File: src/shared/acq_limits_pkg.sv
package acq_limits_pkg;

  // ----------------------------------------------------------------
  // Widths
  // ----------------------------------------------------------------
  localparam int CW = 40;
  localparam int AW = 8;
  localparam int DW = 32;
  localparam int HI_W = CW - DW;

  // ----------------------------------------------------------------
  // Register byte offsets
  // ----------------------------------------------------------------
  localparam logic [AW-1:0] OFS_CTRL     = 8'h00;
  localparam logic [AW-1:0] OFS_MODE     = 8'h04;
  localparam logic [AW-1:0] OFS_RATE     = 8'h08;
  localparam logic [AW-1:0] OFS_STATUS   = 8'h0C;
  localparam logic [AW-1:0] OFS_TOTAL_LO = 8'h10;
  localparam logic [AW-1:0] OFS_TOTAL_HI = 8'h14;
  localparam logic [AW-1:0] OFS_PRE_LO   = 8'h18;
  localparam logic [AW-1:0] OFS_PRE_HI   = 8'h1C;
  localparam logic [AW-1:0] OFS_POST_LO  = 8'h20;
  localparam logic [AW-1:0] OFS_POST_HI  = 8'h24;
  localparam logic [AW-1:0] OFS_BLOCK_LO = 8'h28;
  localparam logic [AW-1:0] OFS_BLOCK_HI = 8'h2C;
  localparam logic [AW-1:0] OFS_REPEAT   = 8'h30;

  // ----------------------------------------------------------------
  // Field positions
  // ----------------------------------------------------------------
  localparam int CTRL_START_BIT = 0;
  localparam int CTRL_STOP_BIT  = 1;
  localparam int MODE_LSB       = 0;
  localparam int CHSEL_LSB      = 4;
  localparam int DUAL_RATE_BIT  = 8;

  // ----------------------------------------------------------------
  // Limits, in samples; the interlace rate threshold in MS/s
  // ----------------------------------------------------------------
  localparam logic [CW-1:0] STEP_NORM      = 40'h00_0000_0004;
  localparam logic [CW-1:0] STEP_IL        = 40'h00_0000_0008;
  localparam logic [CW-1:0] MIN_TOTAL_NORM = 40'h00_0000_0008;
  localparam logic [CW-1:0] MIN_TOTAL_IL   = 40'h00_0000_0010;
  localparam logic [CW-1:0] LIM_8G         = 40'h02_0000_0000;
  localparam logic [CW-1:0] PRE_MAX_1CH    = 40'h00_0000_3FE0;
  localparam logic [DW-1:0] IL_RATE_MSPS   = 32'h0000_0064;
  localparam logic [CW-1:0] MEM_DEFAULT    = 40'h00_0400_0000;

  // ----------------------------------------------------------------
  // Reset values
  // ----------------------------------------------------------------
  localparam logic [CW-1:0] RST_COUNT  = 40'h00_0000_0400;
  localparam logic [CW-1:0] RST_POST   = 40'h00_0000_0200;
  localparam logic [DW-1:0] RST_RATE   = 32'h0000_0064;
  localparam logic [DW-1:0] RST_REPEAT = 32'h0000_0000;

  // ----------------------------------------------------------------
  // Types
  // ----------------------------------------------------------------
  typedef enum logic [2:0] {
    MODE_STD_SINGLE  = 3'b000,
    MODE_STD_MULTI   = 3'b001,
    MODE_STD_GATE    = 3'b010,
    MODE_FIFO_SINGLE = 3'b011,
    MODE_FIFO_MULTI  = 3'b100,
    MODE_FIFO_GATE   = 3'b101
  } rec_mode_type;

  typedef struct packed {
    logic block;
    logic post;
    logic pre;
    logic total;
    logic chan;
    logic mode;
  } err_type;

  typedef struct packed {
    logic [2:0]    mode;
    logic [1:0]    chsel;
    logic          dual_rate_recording;
    logic [DW-1:0] rate;
    logic [CW-1:0] total_sample_count;
    logic [CW-1:0] samples_before_event;
    logic [CW-1:0] samples_after_event;
    logic [CW-1:0] block_length;
    logic [DW-1:0] repeat_count;
  } cfg_type;

endpackage

File: src/verilog/acquisition_parameter_limits.sv
// Behaviour
// - Every sample occupies one byte, so the byte footprint of a recording equals its sample count.
// - A programmed sample rate above 100 MS/s switches the block into interlaced operation.
// - Interlaced operation merges two half-period-offset converters into one sample stream.
// - Largest total count is the installed capacity divided by one, two or four active channels.
// - Smallest total count is 8 normally and 16 interlaced.
// - Post-event count is at least 4 (8 interlaced) and at most 8G less one step in single and FIFO modes; FIFO single mode leaves it unchecked.
// - Pre-event maximum is 16k-32, 8k-16 or 4k-8 for one, two or four channels.
// - In FIFO modes the repeat count spans 0 to 4G-1, with 0 meaning record until stopped.
// - Segment length in multi modes is at least 8 (16 interlaced) and at most half the per-channel capacity.
// - Post-event maximum is half the per-channel capacity less a step in standard multi, the per-channel capacity less a step in standard gate.
// - Interlaced operation doubles every minimum and every step but keeps the pre-event maxima.
// - Capacity-dependent maxima scale with the installed memory.
//
// The Avalon-MM interface to the registers and the register addresses are this design's own decisions.
`timescale 1ns/1ps
`default_nettype none

module acquisition_parameter_limits #(
  parameter logic [acq_limits_pkg::CW-1:0] MEM_SAMPLES = acq_limits_pkg::MEM_DEFAULT
) (
  input  wire logic                           i_clk,
  input  wire logic                           i_sys_rst,
  input  wire logic [acq_limits_pkg::AW-1:0]  avs_address,
  input  wire logic                           avs_read,
  input  wire logic                           avs_write,
  input  wire logic [acq_limits_pkg::DW-1:0]  avs_writedata,
  input  wire logic [3:0]                     avs_byteenable,
  output logic      [acq_limits_pkg::DW-1:0]  avs_readdata,
  output logic                                avs_waitrequest,
  input  wire logic [7:0]                     i_conv_a_data,
  input  wire logic [7:0]                     i_conv_b_data,
  input  wire logic                           i_conv_valid,
  output logic      [15:0]                    o_stream_data,
  output logic                                o_stream_valid,
  output logic                                o_stream_pair,
  output logic                                o_running,
  output logic                                o_interlaced,
  output logic                                o_start_error
);

  // ----------------------------------------------------------------
  // Elaboration checks
  // ----------------------------------------------------------------
  // Shifts below 64 samples run out of bits
  if (MEM_SAMPLES < 40'h00_0000_0040 || MEM_SAMPLES > acq_limits_pkg::LIM_8G)
  begin : g_mem_check
    $error("MEM_SAMPLES out of supported range");
  end

  // ----------------------------------------------------------------
  // Helpers
  // ----------------------------------------------------------------
  // Steps are powers of two: a mask test
  function automatic logic misaligned(input logic [acq_limits_pkg::CW-1:0] val,
                                      input logic [acq_limits_pkg::CW-1:0] step);
    misaligned = |(val & (step - 40'h00_0000_0001));
  endfunction

  function automatic logic [acq_limits_pkg::DW-1:0] merge_be(input logic [acq_limits_pkg::DW-1:0] old,
                                                            input logic [acq_limits_pkg::DW-1:0] wd,
                                                            input logic [3:0] be);
    merge_be = old;
    for (int i = 0; i < 4; i++)
    begin
      if (be[i])
        merge_be[i*8 +: 8] = wd[i*8 +: 8];
    end
  endfunction

  // ----------------------------------------------------------------
  // State
  // ----------------------------------------------------------------
  acq_limits_pkg::cfg_type            cfg_r, cfg_nxt;
  acq_limits_pkg::err_type            err_r, err_nxt;
  logic                               run_r, run_nxt;
  logic                               il_r, il_nxt;
  logic                               wait_r, wait_nxt;
  logic [acq_limits_pkg::DW-1:0]      rdata_r, rdata_nxt;
  logic [15:0]                        sdata_r, sdata_nxt;
  logic                               svalid_r, svalid_nxt;
  logic                               spair_r, spair_nxt;

  // ----------------------------------------------------------------
  // Limit evaluation
  // ----------------------------------------------------------------
  acq_limits_pkg::err_type            chk;
  logic [acq_limits_pkg::CW-1:0]      step, min_total, per_ch, pre_eff, post_max, blk_max, pre_max;
  logic                               il, is_std, is_multi, is_gate, is_fsingle, is_ssingle;

  always_comb
  begin
    // Rate as held now decides interlace
    il         = cfg_r.rate > acq_limits_pkg::IL_RATE_MSPS;
    step       = il ? acq_limits_pkg::STEP_IL : acq_limits_pkg::STEP_NORM;
    min_total  = il ? acq_limits_pkg::MIN_TOTAL_IL : acq_limits_pkg::MIN_TOTAL_NORM;
    per_ch     = MEM_SAMPLES >> cfg_r.chsel;

    // Mode decode
    is_std     = cfg_r.mode < acq_limits_pkg::MODE_FIFO_SINGLE;
    is_multi   = cfg_r.mode == acq_limits_pkg::MODE_STD_MULTI || cfg_r.mode == acq_limits_pkg::MODE_FIFO_MULTI;
    is_gate    = cfg_r.mode == acq_limits_pkg::MODE_STD_GATE || cfg_r.mode == acq_limits_pkg::MODE_FIFO_GATE;
    is_fsingle = cfg_r.mode == acq_limits_pkg::MODE_FIFO_SINGLE;
    is_ssingle = cfg_r.mode == acq_limits_pkg::MODE_STD_SINGLE;
    // Multi modes take pre-event from the segment split
    pre_eff    = is_multi ? cfg_r.block_length - cfg_r.samples_after_event
                          : cfg_r.samples_before_event;

    // Pre-event maxima never double
    pre_max    = acq_limits_pkg::PRE_MAX_1CH >> cfg_r.chsel;

    if (is_std && is_multi)
      post_max = (per_ch >> 1) - step;
    else if (is_std && is_gate)
      post_max = per_ch - step;
    else
      post_max = acq_limits_pkg::LIM_8G - step;

    blk_max    = is_multi ? per_ch >> 1 : acq_limits_pkg::LIM_8G - acq_limits_pkg::STEP_NORM;

    // Unused counts keep their flags clear
    chk       = '0;
    chk.mode  = cfg_r.mode > acq_limits_pkg::MODE_FIFO_GATE;
    chk.chan  = &cfg_r.chsel;

    chk.total = is_std && (cfg_r.total_sample_count < min_total || cfg_r.total_sample_count > per_ch
                || misaligned(cfg_r.total_sample_count, step));
    chk.post  = !is_fsingle && (cfg_r.samples_after_event < step || cfg_r.samples_after_event > post_max
                || misaligned(cfg_r.samples_after_event, step));
    chk.pre   = !is_ssingle && ((is_multi && cfg_r.samples_after_event > cfg_r.block_length)
                || pre_eff < step || pre_eff > pre_max || misaligned(pre_eff, step));
    chk.block = (is_multi || is_fsingle) && (cfg_r.block_length < (step << 1)
                || cfg_r.block_length > blk_max || misaligned(cfg_r.block_length, step));
    // A 32-bit repeat count already covers 0 to 4G-1; 0 runs until stopped
  end

  // ----------------------------------------------------------------
  // Register bus and control
  // ----------------------------------------------------------------
  logic                          acc, wr;
  logic [acq_limits_pkg::DW-1:0] wv;

  always_comb
  begin
    cfg_nxt   = cfg_r;
    err_nxt   = err_r;
    run_nxt   = run_r;
    rdata_nxt = rdata_r;
    wv        = '0;
    il_nxt    = il;

    // Taken while waitrequest is still high
    acc       = (avs_read || avs_write) && wait_r;
    wr        = avs_write && !wait_r;
    // One wait cycle per access keeps read data coming from a flop
    wait_nxt  = !acc;

    // Read data stands while waitrequest is low
    if (acc && avs_read)
    begin
      case (avs_address)
        acq_limits_pkg::OFS_CTRL:     rdata_nxt = {31'h0000_0000, run_r};
        acq_limits_pkg::OFS_MODE:     rdata_nxt = {23'h00_0000, cfg_r.dual_rate_recording, 2'h0,
                                                   cfg_r.chsel, 1'h0, cfg_r.mode};
        acq_limits_pkg::OFS_RATE:     rdata_nxt = cfg_r.rate;
        acq_limits_pkg::OFS_STATUS:   rdata_nxt = {24'h00_0000, err_r, il_r, run_r};
        // Byte footprint equals sample count
        acq_limits_pkg::OFS_TOTAL_LO: rdata_nxt = cfg_r.total_sample_count[31:0];
        acq_limits_pkg::OFS_TOTAL_HI: rdata_nxt = {24'h00_0000, cfg_r.total_sample_count[39:32]};
        acq_limits_pkg::OFS_PRE_LO:   rdata_nxt = pre_eff[31:0];
        acq_limits_pkg::OFS_PRE_HI:   rdata_nxt = {24'h00_0000, pre_eff[39:32]};
        acq_limits_pkg::OFS_POST_LO:  rdata_nxt = cfg_r.samples_after_event[31:0];
        acq_limits_pkg::OFS_POST_HI:  rdata_nxt = {24'h00_0000, cfg_r.samples_after_event[39:32]};
        acq_limits_pkg::OFS_BLOCK_LO: rdata_nxt = cfg_r.block_length[31:0];
        acq_limits_pkg::OFS_BLOCK_HI: rdata_nxt = {24'h00_0000, cfg_r.block_length[39:32]};
        acq_limits_pkg::OFS_REPEAT:   rdata_nxt = cfg_r.repeat_count;
        default:                      rdata_nxt = '0;
      endcase
    end

    // A write lands when waitrequest is low
    if (wr)
    begin
      case (avs_address)
        acq_limits_pkg::OFS_CTRL:
        begin
          wv = avs_writedata & {32{avs_byteenable[0]}};
          // Stop wins over start
          if (wv[acq_limits_pkg::CTRL_STOP_BIT])
            run_nxt = 1'b0;
          else if (wv[acq_limits_pkg::CTRL_START_BIT])
          begin
            // Flags persist until the next start
            err_nxt = chk;
            run_nxt = chk == '0;
          end
        end
        acq_limits_pkg::OFS_MODE:
        begin
          wv = merge_be({23'h00_0000, cfg_r.dual_rate_recording, 2'h0, cfg_r.chsel, 1'h0, cfg_r.mode},
                        avs_writedata, avs_byteenable);
          cfg_nxt.mode                = wv[acq_limits_pkg::MODE_LSB +: 3];
          cfg_nxt.chsel               = wv[acq_limits_pkg::CHSEL_LSB +: 2];
          cfg_nxt.dual_rate_recording = wv[acq_limits_pkg::DUAL_RATE_BIT];
        end
        acq_limits_pkg::OFS_RATE:     cfg_nxt.rate = merge_be(cfg_r.rate, avs_writedata, avs_byteenable);
        acq_limits_pkg::OFS_TOTAL_LO: cfg_nxt.total_sample_count[31:0] =
                                        merge_be(cfg_r.total_sample_count[31:0], avs_writedata, avs_byteenable);
        // Upper words use lane 0 only
        acq_limits_pkg::OFS_TOTAL_HI: if (avs_byteenable[0])
                                        cfg_nxt.total_sample_count[39:32] = avs_writedata[7:0];
        acq_limits_pkg::OFS_PRE_LO:   cfg_nxt.samples_before_event[31:0] =
                                        merge_be(cfg_r.samples_before_event[31:0], avs_writedata, avs_byteenable);
        acq_limits_pkg::OFS_PRE_HI:   if (avs_byteenable[0])
                                        cfg_nxt.samples_before_event[39:32] = avs_writedata[7:0];
        acq_limits_pkg::OFS_POST_LO:  cfg_nxt.samples_after_event[31:0] =
                                        merge_be(cfg_r.samples_after_event[31:0], avs_writedata, avs_byteenable);
        acq_limits_pkg::OFS_POST_HI:  if (avs_byteenable[0])
                                        cfg_nxt.samples_after_event[39:32] = avs_writedata[7:0];
        acq_limits_pkg::OFS_BLOCK_LO: cfg_nxt.block_length[31:0] =
                                        merge_be(cfg_r.block_length[31:0], avs_writedata, avs_byteenable);
        acq_limits_pkg::OFS_BLOCK_HI: if (avs_byteenable[0])
                                        cfg_nxt.block_length[39:32] = avs_writedata[7:0];
        // Any 32-bit repeat count; 0 runs until stopped
        acq_limits_pkg::OFS_REPEAT:   cfg_nxt.repeat_count =
                                        merge_be(cfg_r.repeat_count, avs_writedata, avs_byteenable);
        default:                      cfg_nxt = cfg_r;
      endcase
    end
  end

  // ----------------------------------------------------------------
  // Sample stream
  // ----------------------------------------------------------------
  always_comb
  begin
    // Beats while stopped are dropped, not kept
    svalid_nxt = run_r && i_conv_valid;
    spair_nxt  = run_r && i_conv_valid && il_r;
    sdata_nxt  = sdata_r;

    if (run_r && i_conv_valid)
    begin
      // Converter A leads B by half a sample period, so A is the older sample
      if (il_r)
        sdata_nxt = {i_conv_b_data, i_conv_a_data};
      else
        sdata_nxt = {8'h00, i_conv_a_data};
    end
  end

  always_ff @(posedge i_clk)
  begin
    if (i_sys_rst)
    begin
      // Reset leaves standard single mode
      cfg_r.mode                 <= acq_limits_pkg::MODE_STD_SINGLE;
      cfg_r.chsel                <= 2'h0;
      cfg_r.dual_rate_recording  <= 1'b0;
      cfg_r.rate                 <= acq_limits_pkg::RST_RATE;
      cfg_r.total_sample_count   <= acq_limits_pkg::RST_COUNT;
      cfg_r.samples_before_event <= acq_limits_pkg::RST_POST;
      cfg_r.samples_after_event  <= acq_limits_pkg::RST_POST;
      cfg_r.block_length         <= acq_limits_pkg::RST_COUNT;
      cfg_r.repeat_count         <= acq_limits_pkg::RST_REPEAT;
      err_r                      <= '0;
      run_r                      <= 1'b0;
      il_r                       <= 1'b0;
      wait_r                     <= 1'b1;
      rdata_r                    <= '0;
      sdata_r                    <= '0;
      svalid_r                   <= 1'b0;
      spair_r                    <= 1'b0;
    end
    else
    begin
      cfg_r    <= cfg_nxt;
      err_r    <= err_nxt;
      run_r    <= run_nxt;
      il_r     <= il_nxt;
      wait_r   <= wait_nxt;
      rdata_r  <= rdata_nxt;
      sdata_r  <= sdata_nxt;
      svalid_r <= svalid_nxt;
      spair_r  <= spair_nxt;
    end
  end

  // Outputs straight from flops, except o_start_error, which is the OR of the err_r flops
  assign avs_readdata    = rdata_r;
  assign avs_waitrequest = wait_r;
  assign o_stream_data   = sdata_r;
  assign o_stream_valid  = svalid_r;
  assign o_stream_pair   = spair_r;
  assign o_running       = run_r;
  assign o_interlaced    = il_r;
  assign o_start_error   = |err_r;

endmodule

`default_nettype wire

File: config.mk
export PLATFORM = sky130hd
export DESIGN_NAME = acquisition_parameter_limits
export DESIGN_NICKNAME = d
export VERILOG_FILES = /design/src/shared/acq_limits_pkg.sv /design/src/verilog/acquisition_parameter_limits.sv
export SDC_FILE = /design/constraint.sdc
export NUM_CORES = 1
export LEC_CHECK = 0
export BUFFER_PORTS_ARGS = -buffer_cell sky130_fd_sc_hd__buf_4
export CAP_MARGIN = 20
export CORE_AREA = 2 2 240 242
export CTS_CLUSTER_SIZE = 20
export DETAILED_ROUTE_END_ITERATION = 10
export DIE_AREA = 0 0 242 244
export PLACE_DENSITY = 0.42
export SYNTH_ARGS = -nofsm -noshare
export SYNTH_HDL_FRONTEND = slang
export SYNTH_SLANG_ARGS = --single-unit
File: constraint.sdc
create_clock -name i_clk -period 6.7 [get_ports i_clk]
set_clock_uncertainty 0.15 [all_clocks]
set_input_delay 0 -clock i_clk [delete_from_list [all_inputs] [get_ports i_clk]]
set_output_delay 0 -clock i_clk [all_outputs]
set_load 0.01 [all_outputs]
; Yosys cells after proc, flatten, opt, wreduce, memory -nomap -nowiden
; Index checks and enable logic that the tools add are counted.
[word_totals]
regBits = 289
latch_bits = 0
ram_bits = 0
romBits = 0
input_bits = 65
out_inout_bits = 54
wordCells = 167
memories = 0
[op_classes]
n_addsub = 5
mul = 0
div = 0
order_cmp = 12
eq_ne = 17
n_shift = 2
muxes = 10
bitwise = 6
reduce_logical = 71
[ops]
columns = op, n
row1 = $pmux W32 S13, 1
row2 = $and A40 B40 Y40, 4
row3 = $gt A40 B40 Y1, 4
row4 = $reduce_or A40 Y1, 4
row5 = $mux W40, 3
row6 = $reduce_and A3 Y1, 31
row7 = $lt A40 B4 Y1, 2
row8 = $lt A40 B5 Y1, 2
row9 = $eq A8 B6 Y1 const B, 5
row10 = $gt A40 B39 Y1, 1
row11 = $shr A14 B2 Y40 const A, 1
row12 = $shr A27 B2 Y40 const A, 1
row13 = $sub A39 B4 Y40, 1
row14 = $sub A40 B4 Y40, 1
row15 = $sub A40 B40 Y40, 1
row16 = $mux W39, 1
row17 = $sub A34 B4 Y35 const A, 1
row18 = $eq A8 B5 Y1 const B, 4
row19 = $gt A32 B7 Y1 const B, 1
row20 = $eq A8 B4 Y1 const B, 2
row21 = $mux W16, 1
row22 = $logic_or A1 B1 Y1, 13
row23 = $logic_and A1 B1 Y1, 12
row24 = $eq A8 B3 Y1 const B, 1
row25 = 19 further kinds, 25

; Longest topological paths before layout
[logic_depth]
depth_word = 12
depth_mapped = 22
depth_no_buf = 18

; Least setup slack after synthesis
; Ideal clock, no wire load.
[synth_timing]
path_kind = register to register
start = register cfg_r[229] in the netlist's numbering
end = register run_r (netlist: o_running)
setup_time_ps = 66
arrival_time_ps = 4500
required_ps = 6484
path_slack_ps = 1984
path_stages_with_launch = 22
path_buffers = 6
synth_period_minus_slack_ps = 4716
path_cell_list = dfxtp_1 -> buf_2 -> xnor2_1 -> or2_0 -> clkbuf_4 -> inv_1 -> clkbuf_8 -> buf_2 -> clkbuf_8 -> clkbuf_1 -> ha_1 -> a21o_1 -> a21o_1 -> a21o_1 -> a21o_1 -> a221o_1 -> nand2_1 -> a21boi_0 -> o21ai_0 -> o2bb2ai_1 -> nand4_1 -> a2bb2oi_2
[synth_via]
elab_chain_cells = 12
word_cells_on_any_way = 40
cone_classes = order compare: 6 / eq/ne: 5 / mux: 6 / bitwise: 1 / reduce/logical: 22
[synth_rtl]
columns = item, line_no
row1 = from (decl), acquisition_parameter_limits.sv:74  ; acq_limits_pkg::cfg_type cfg_r, cfg_nxt;
row2 = from (signal assigned), acquisition_parameter_limits.sv:277  ; cfg_r <= cfg_nxt;
row3 = branches (longest 9 deep; another with $gt A40 B40 Y1), n/a
row4 = $logic_not A6 Y1 (*), acquisition_parameter_limits.sv:195  ; run_nxt = chk == '0;
row5 = $mux W1 (*), acquisition_parameter_limits.sv:191  ; else if (wv[acq_limits_pkg::CTRL_START_BIT])
row6 = $mux W1 (*), acquisition_parameter_limits.sv:189  ; if (wv[acq_limits_pkg::CTRL_STOP_BIT])
row7 = to (signal assigned), acquisition_parameter_limits.sv:279  ; run_r <= run_nxt;
row8 = to (decl), acquisition_parameter_limits.sv:76  ; logic run_r, run_nxt;
; Every way passes the cells marked *. The select of a mux whose other input is x is not followed.
; A chain may end at the register's enable or synchronous reset.

; Final worst setup path
[layout_timing]
start = register cfg_r[32] in the netlist's numbering
end = register run_r (netlist: o_running)
[layout_via]
elab_chain_cells = 10
word_cells_on_any_way = 22
cone_classes = add/sub: 1 / order compare: 5 / mux: 3 / bitwise: 2 / reduce/logical: 11
[layout_rtl]
columns = item, line_no
row1 = $sub A40 B40 Y40, acquisition_parameter_limits.sv:106  ; pre_eff = is_multi ? cfg_r.block_length - cfg_r.samples_after_event
row2 = $mux W40, acquisition_parameter_limits.sv:106
row3 = $lt A40 B4 Y1, acquisition_parameter_limits.sv:131  ; || pre_eff < step || pre_eff > pre_max || misaligned(pre_eff, step));
row4 = $logic_or A1 B1 Y1 (3 in a row), acquisition_parameter_limits.sv:131
row5 = $logic_and A1 B1 Y1, acquisition_parameter_limits.sv:130  ; chk.pre = !is_ssingle && ((is_multi && cfg_r.samples_after_event > cfg_r.block_length)
row6 = $logic_not A6 Y1 (*), acquisition_parameter_limits.sv:195
row7 = $mux W1 (*), acquisition_parameter_limits.sv:191
row8 = $mux W1 (*), acquisition_parameter_limits.sv:189
; Mark *: on every way between the ends. The rest lies on a longest branch, timed or not. The select of a mux whose other input is x is not followed.

==> impl_metrics.env <==
export IMPL_status="completed"
export IMPL_yosysUniqueCellTypes=90
export IMPL_slew_limit_headroom_pct=30.27
export IMPL_hpwl_um=59390
export IMPL_grt_max_degree=170
export IMPL_critPathCaptureType="register"
export IMPL_ctsHoldBuffers=93
export IMPL_cts_buffers=35
export IMPL_power_frac_comb_pct=4.4
export IMPL_critPathBufInv=1
export IMPL_core_rowCount=87
export IMPL_rsz0062_at_grt="false"
export IMPL_antenna_found_initial=4
export IMPL_finalHoldViolCount=0
export IMPL_synthXorXnorAreaFrac_pct=1.254
export IMPL_total_power_uw=3930
export IMPL_netlist_instances=2265
export IMPL_fin_tns_setup_ps=0
export IMPL_grt_usage_pct=26.55
export IMPL_grt_pass1_vias=17110
export IMPL_num_io_pins=119
export IMPL_vias_per_cell=5.615
export IMPL_seqPwrFrac_pct=43.8
export IMPL_layout_setup_ws_ps=1773
export IMPL_async_flop_share_pct=0
export IMPL_wl_um=80690
export IMPL_power_switching_uw=908.0
export IMPL_yosys_area_share_simple_pct=26.02
export IMPL_final_cell_area_um2=20470
export IMPL_worst_pin_slew_ps=1038
export IMPL_placed_cell_area_um2=18310
export IMPL_fmax_mhz=203.0
export IMPL_vias=17951
export IMPL_yosys_cell_count_top_type="nand2_1"
export IMPL_fp_dieArea_um2=59050
export IMPL_final_nets=2587
export IMPL_crit_chain="inv_1 -> ha_1 -> fa_1 -> nor2b_4 -> o2111a_2 -> o311ai_4 -> o211ai_1 -> xnor2_1 -> o21ai_0 -> ha_1 -> and3_1 -> nand3_1 -> nor4b_1 -> nand2_1 -> or4_4 -> a211oi_2 -> and4_4 -> a2bb2oi_2"
export IMPL_critPathTopFamily="simple AND/OR/NAND/NOR gates"
export IMPL_drtAntennaViolNets=0
export IMPL_fin_crit_sh_pct=73.54
export IMPL_clkSlewWorstSetupHoldPaths_ps=60
export IMPL_cts_sinks=289
export IMPL_cts_max_path_buffers=3
export IMPL_cts_setup_buffers=0
export IMPL_ctsHtreeMaxLevel=2
export IMPL_synthTopCellsByArea="dfxtp_1 35%, nand2_1 12%, a21oi_1 10%"
export IMPL_ir_worst_vdd_v=0.0001574
export IMPL_synth_top_area_share_pct=34.52
export IMPL_cp_common_cell="ha_1"
export IMPL_grt_overflow=0
export IMPL_worstSetupStartpointType="register"
export IMPL_clkPwrFrac_pct=51.8
export IMPL_synth_top_area_cell="dfxtp_1"
export IMPL_critPathRequiredTime_ps=7030
export IMPL_io_buffers=118
export IMPL_routabilityCongestion=0.9195
export IMPL_fillers=6030
export IMPL_hold_path_class="in -> reg"
export IMPL_cts_tree="yes"
export IMPL_synth_compound_area_share_pct=24.52
export IMPL_drive_above_1_share_pct=10.37
export IMPL_die_x_um=242
export IMPL_dr_pass1_iters=6
export IMPL_syn_area_um2=16760
export IMPL_core_um2=56170
export IMPL_grt_pass1_wl_um=116400
export IMPL_powerDensity_nw_per_um2=191.9
export IMPL_die_y_um=244
export IMPL_min_period_ps=4927
export IMPL_yosys_top_cells_count="543 x nand2_1, 337 x a21oi_1, 289 x dfxtp_1, 143 x nor2_1, 115 x nand3_1"
export IMPL_cp_max_fo=5
export IMPL_synth_top_family_by_area="simple AND/OR/NAND/NOR gates"
export IMPL_setup_viol=0
export IMPL_synthAdderAreaFrac_pct=8.033
export IMPL_yosys_warnings=0
export IMPL_clock_latency_ps=550
export IMPL_cts_resized=0
export IMPL_place_ws_ps=1851
export IMPL_initial_core_util_pct=29.84
export IMPL_drt_iter0_markers=1821
export IMPL_worstPathArrival_ps=5250
export IMPL_slowest_stage="o211ai_1"
export IMPL_root_buffer="clkbuf_16"
export IMPL_area_delta_synth_final_pct=22.15
export IMPL_yosysSeqAreaShare_pct=34.52
export IMPL_swShare_pct=23.11
export IMPL_report_final_slew_viol_count=0
export IMPL_wl_per_cell_um=25.24
export IMPL_cap_viol_max_count=0
export IMPL_ys_ff_latch=289
export IMPL_postSynthAreaPerCell_um2=7.399
export IMPL_synth_ff_type="dfxtp_1"
export IMPL_synth_fp_nets=2437
export IMPL_drc_errors=0
export IMPL_p_leak_uw=0.007666
export IMPL_synthMuxAreaShare_pct=1.082
export IMPL_path_class="reg -> reg"
export IMPL_p_int_uw=3021
export IMPL_synth_edf_count=0
export IMPL_max_stage_delay_ps=530
-- state kept, by name (all words and copies together), names as in the netlist --
name,cells
o_running,1
avs_readdata,32
cfg_r,230
o_stream_valid,1
o_stream_pair,1
avs_waitrequest,1
o_stream_data,16
o_interlaced,1
err_r,6
-- final timing paths --
kind,start,to,slack (ps),cells past startpoint
setup / recovery,cfg_r[32],o_running,1770,18
hold / removal,avs_address[3],cfg_r[107],40,5
hold reg to reg,cfg_r[139],cfg_r[139],310,2
setup reg to reg,cfg_r[32],o_running,1770,18
-- area by class of cell --
| cell class | instances | area, um2 | area share, % |
|---|---|---|---|
| Multi-Input combinational cell | 1790 | 10260 | 50.10 |
| Sequential cell | 289 | 5786 | 28.26 |
| Timing Repair Buffer | 236 | 2022 | 9.877 |
| Clock buffer | 52 | 1092 | 5.336 |
| Tap cell | 756 | 945.9 | 4.620 |
| Inverter | 63 | 236.5 | 1.155 |
| Clock inverter | 10 | 130.1 | 0.6356 |
| Antenna cell | 1 | 2.502 | 0.01222 |
-- placed cells by master (no fill, tap or decap), types with 6 or more instances in the layout --
master / count
a211oi_1: 10
a21o_1: 31
a21oi_1: 337
a221oi_1: 14
a222oi_1: 27
a22o_1: 10
a22oi_1: 50
a31oi_1: 17
and2_1: 9
and3_1: 8
buf_4: 140
clkbuf_16: 37
clkbuf_8: 11
dfxtp_1: 289
dlygate4sd3_1: 93
ha_1: 106
inv_1: 61
mux2i_1: 17
nand2_1: 543
nand2b_1: 10
nand3_1: 115
nand4_1: 41
nor2_1: 137
nor3_1: 25
nor4_1: 35
o211ai_1: 20
o21a_1: 7
o21ai_0: 67
o31ai_1: 6
or2_2: 8
or3_1: 8
or4_1: 7
xnor2_1: 20
-- worst register-to-register path: cells and delay by family, from the launching register on --
kind	cells	cell delay, ps
AND/OR/NAND/NOR	7	1600
AO/OA/AOI/OAI	6	1460
adder cells (fa/ha/maj)	3	1020
flip-flops	1	370
XOR/XNOR	1	190
buffers and inverters	1	60
-- metrics by stage --
step	hold slack, ps	util, %	cells
finish	37.84	36.45	3197
global route	70.30	36.44	3196
CTS	1.148	36.43	3195
detailed placement	68.38	32.60	3040
global placement	60.72	32.59	3039
floorplan	-34.11	-	2265
-- kinds of logic (layout without fill, tap and decap cells) --
| logic type | count (synthesis) | after routing |
|---|---|---|
| and+or+nand+nor | 987 | 987 |
| AOI/OAI and AO/OA | 654 | 654 |
| DFF | 289 | 289 |
| buffers and inverters | 186 | 361 |
| adders and majority gates | 107 | 107 |
| xor gates and xnor gates | 24 | 24 |
| muxes | 18 | 18 |
| other | 0 | 1 |
-- power groups by stage --
stage	clock, uW	combinational [uW]	sequential (uW)
after detailed placement	0	144	1760
final	2040	174	1720
after global placement	0	144	1760
after CTS	2080	173	1720
after floorplan	0	54.6	1760
after global routing	2140	183	1720
-- routing by layer --
layer	part of all wire, %	up-vias	global-route usage, %
met5	0.11	-	0.5719
met4	3.8	8	9.386
met3	8.1	140	5.685
met2	43	662	40.75
met1	45	8691	36.63
li1	-	8450	-
(Power assumes the default switching activity.)
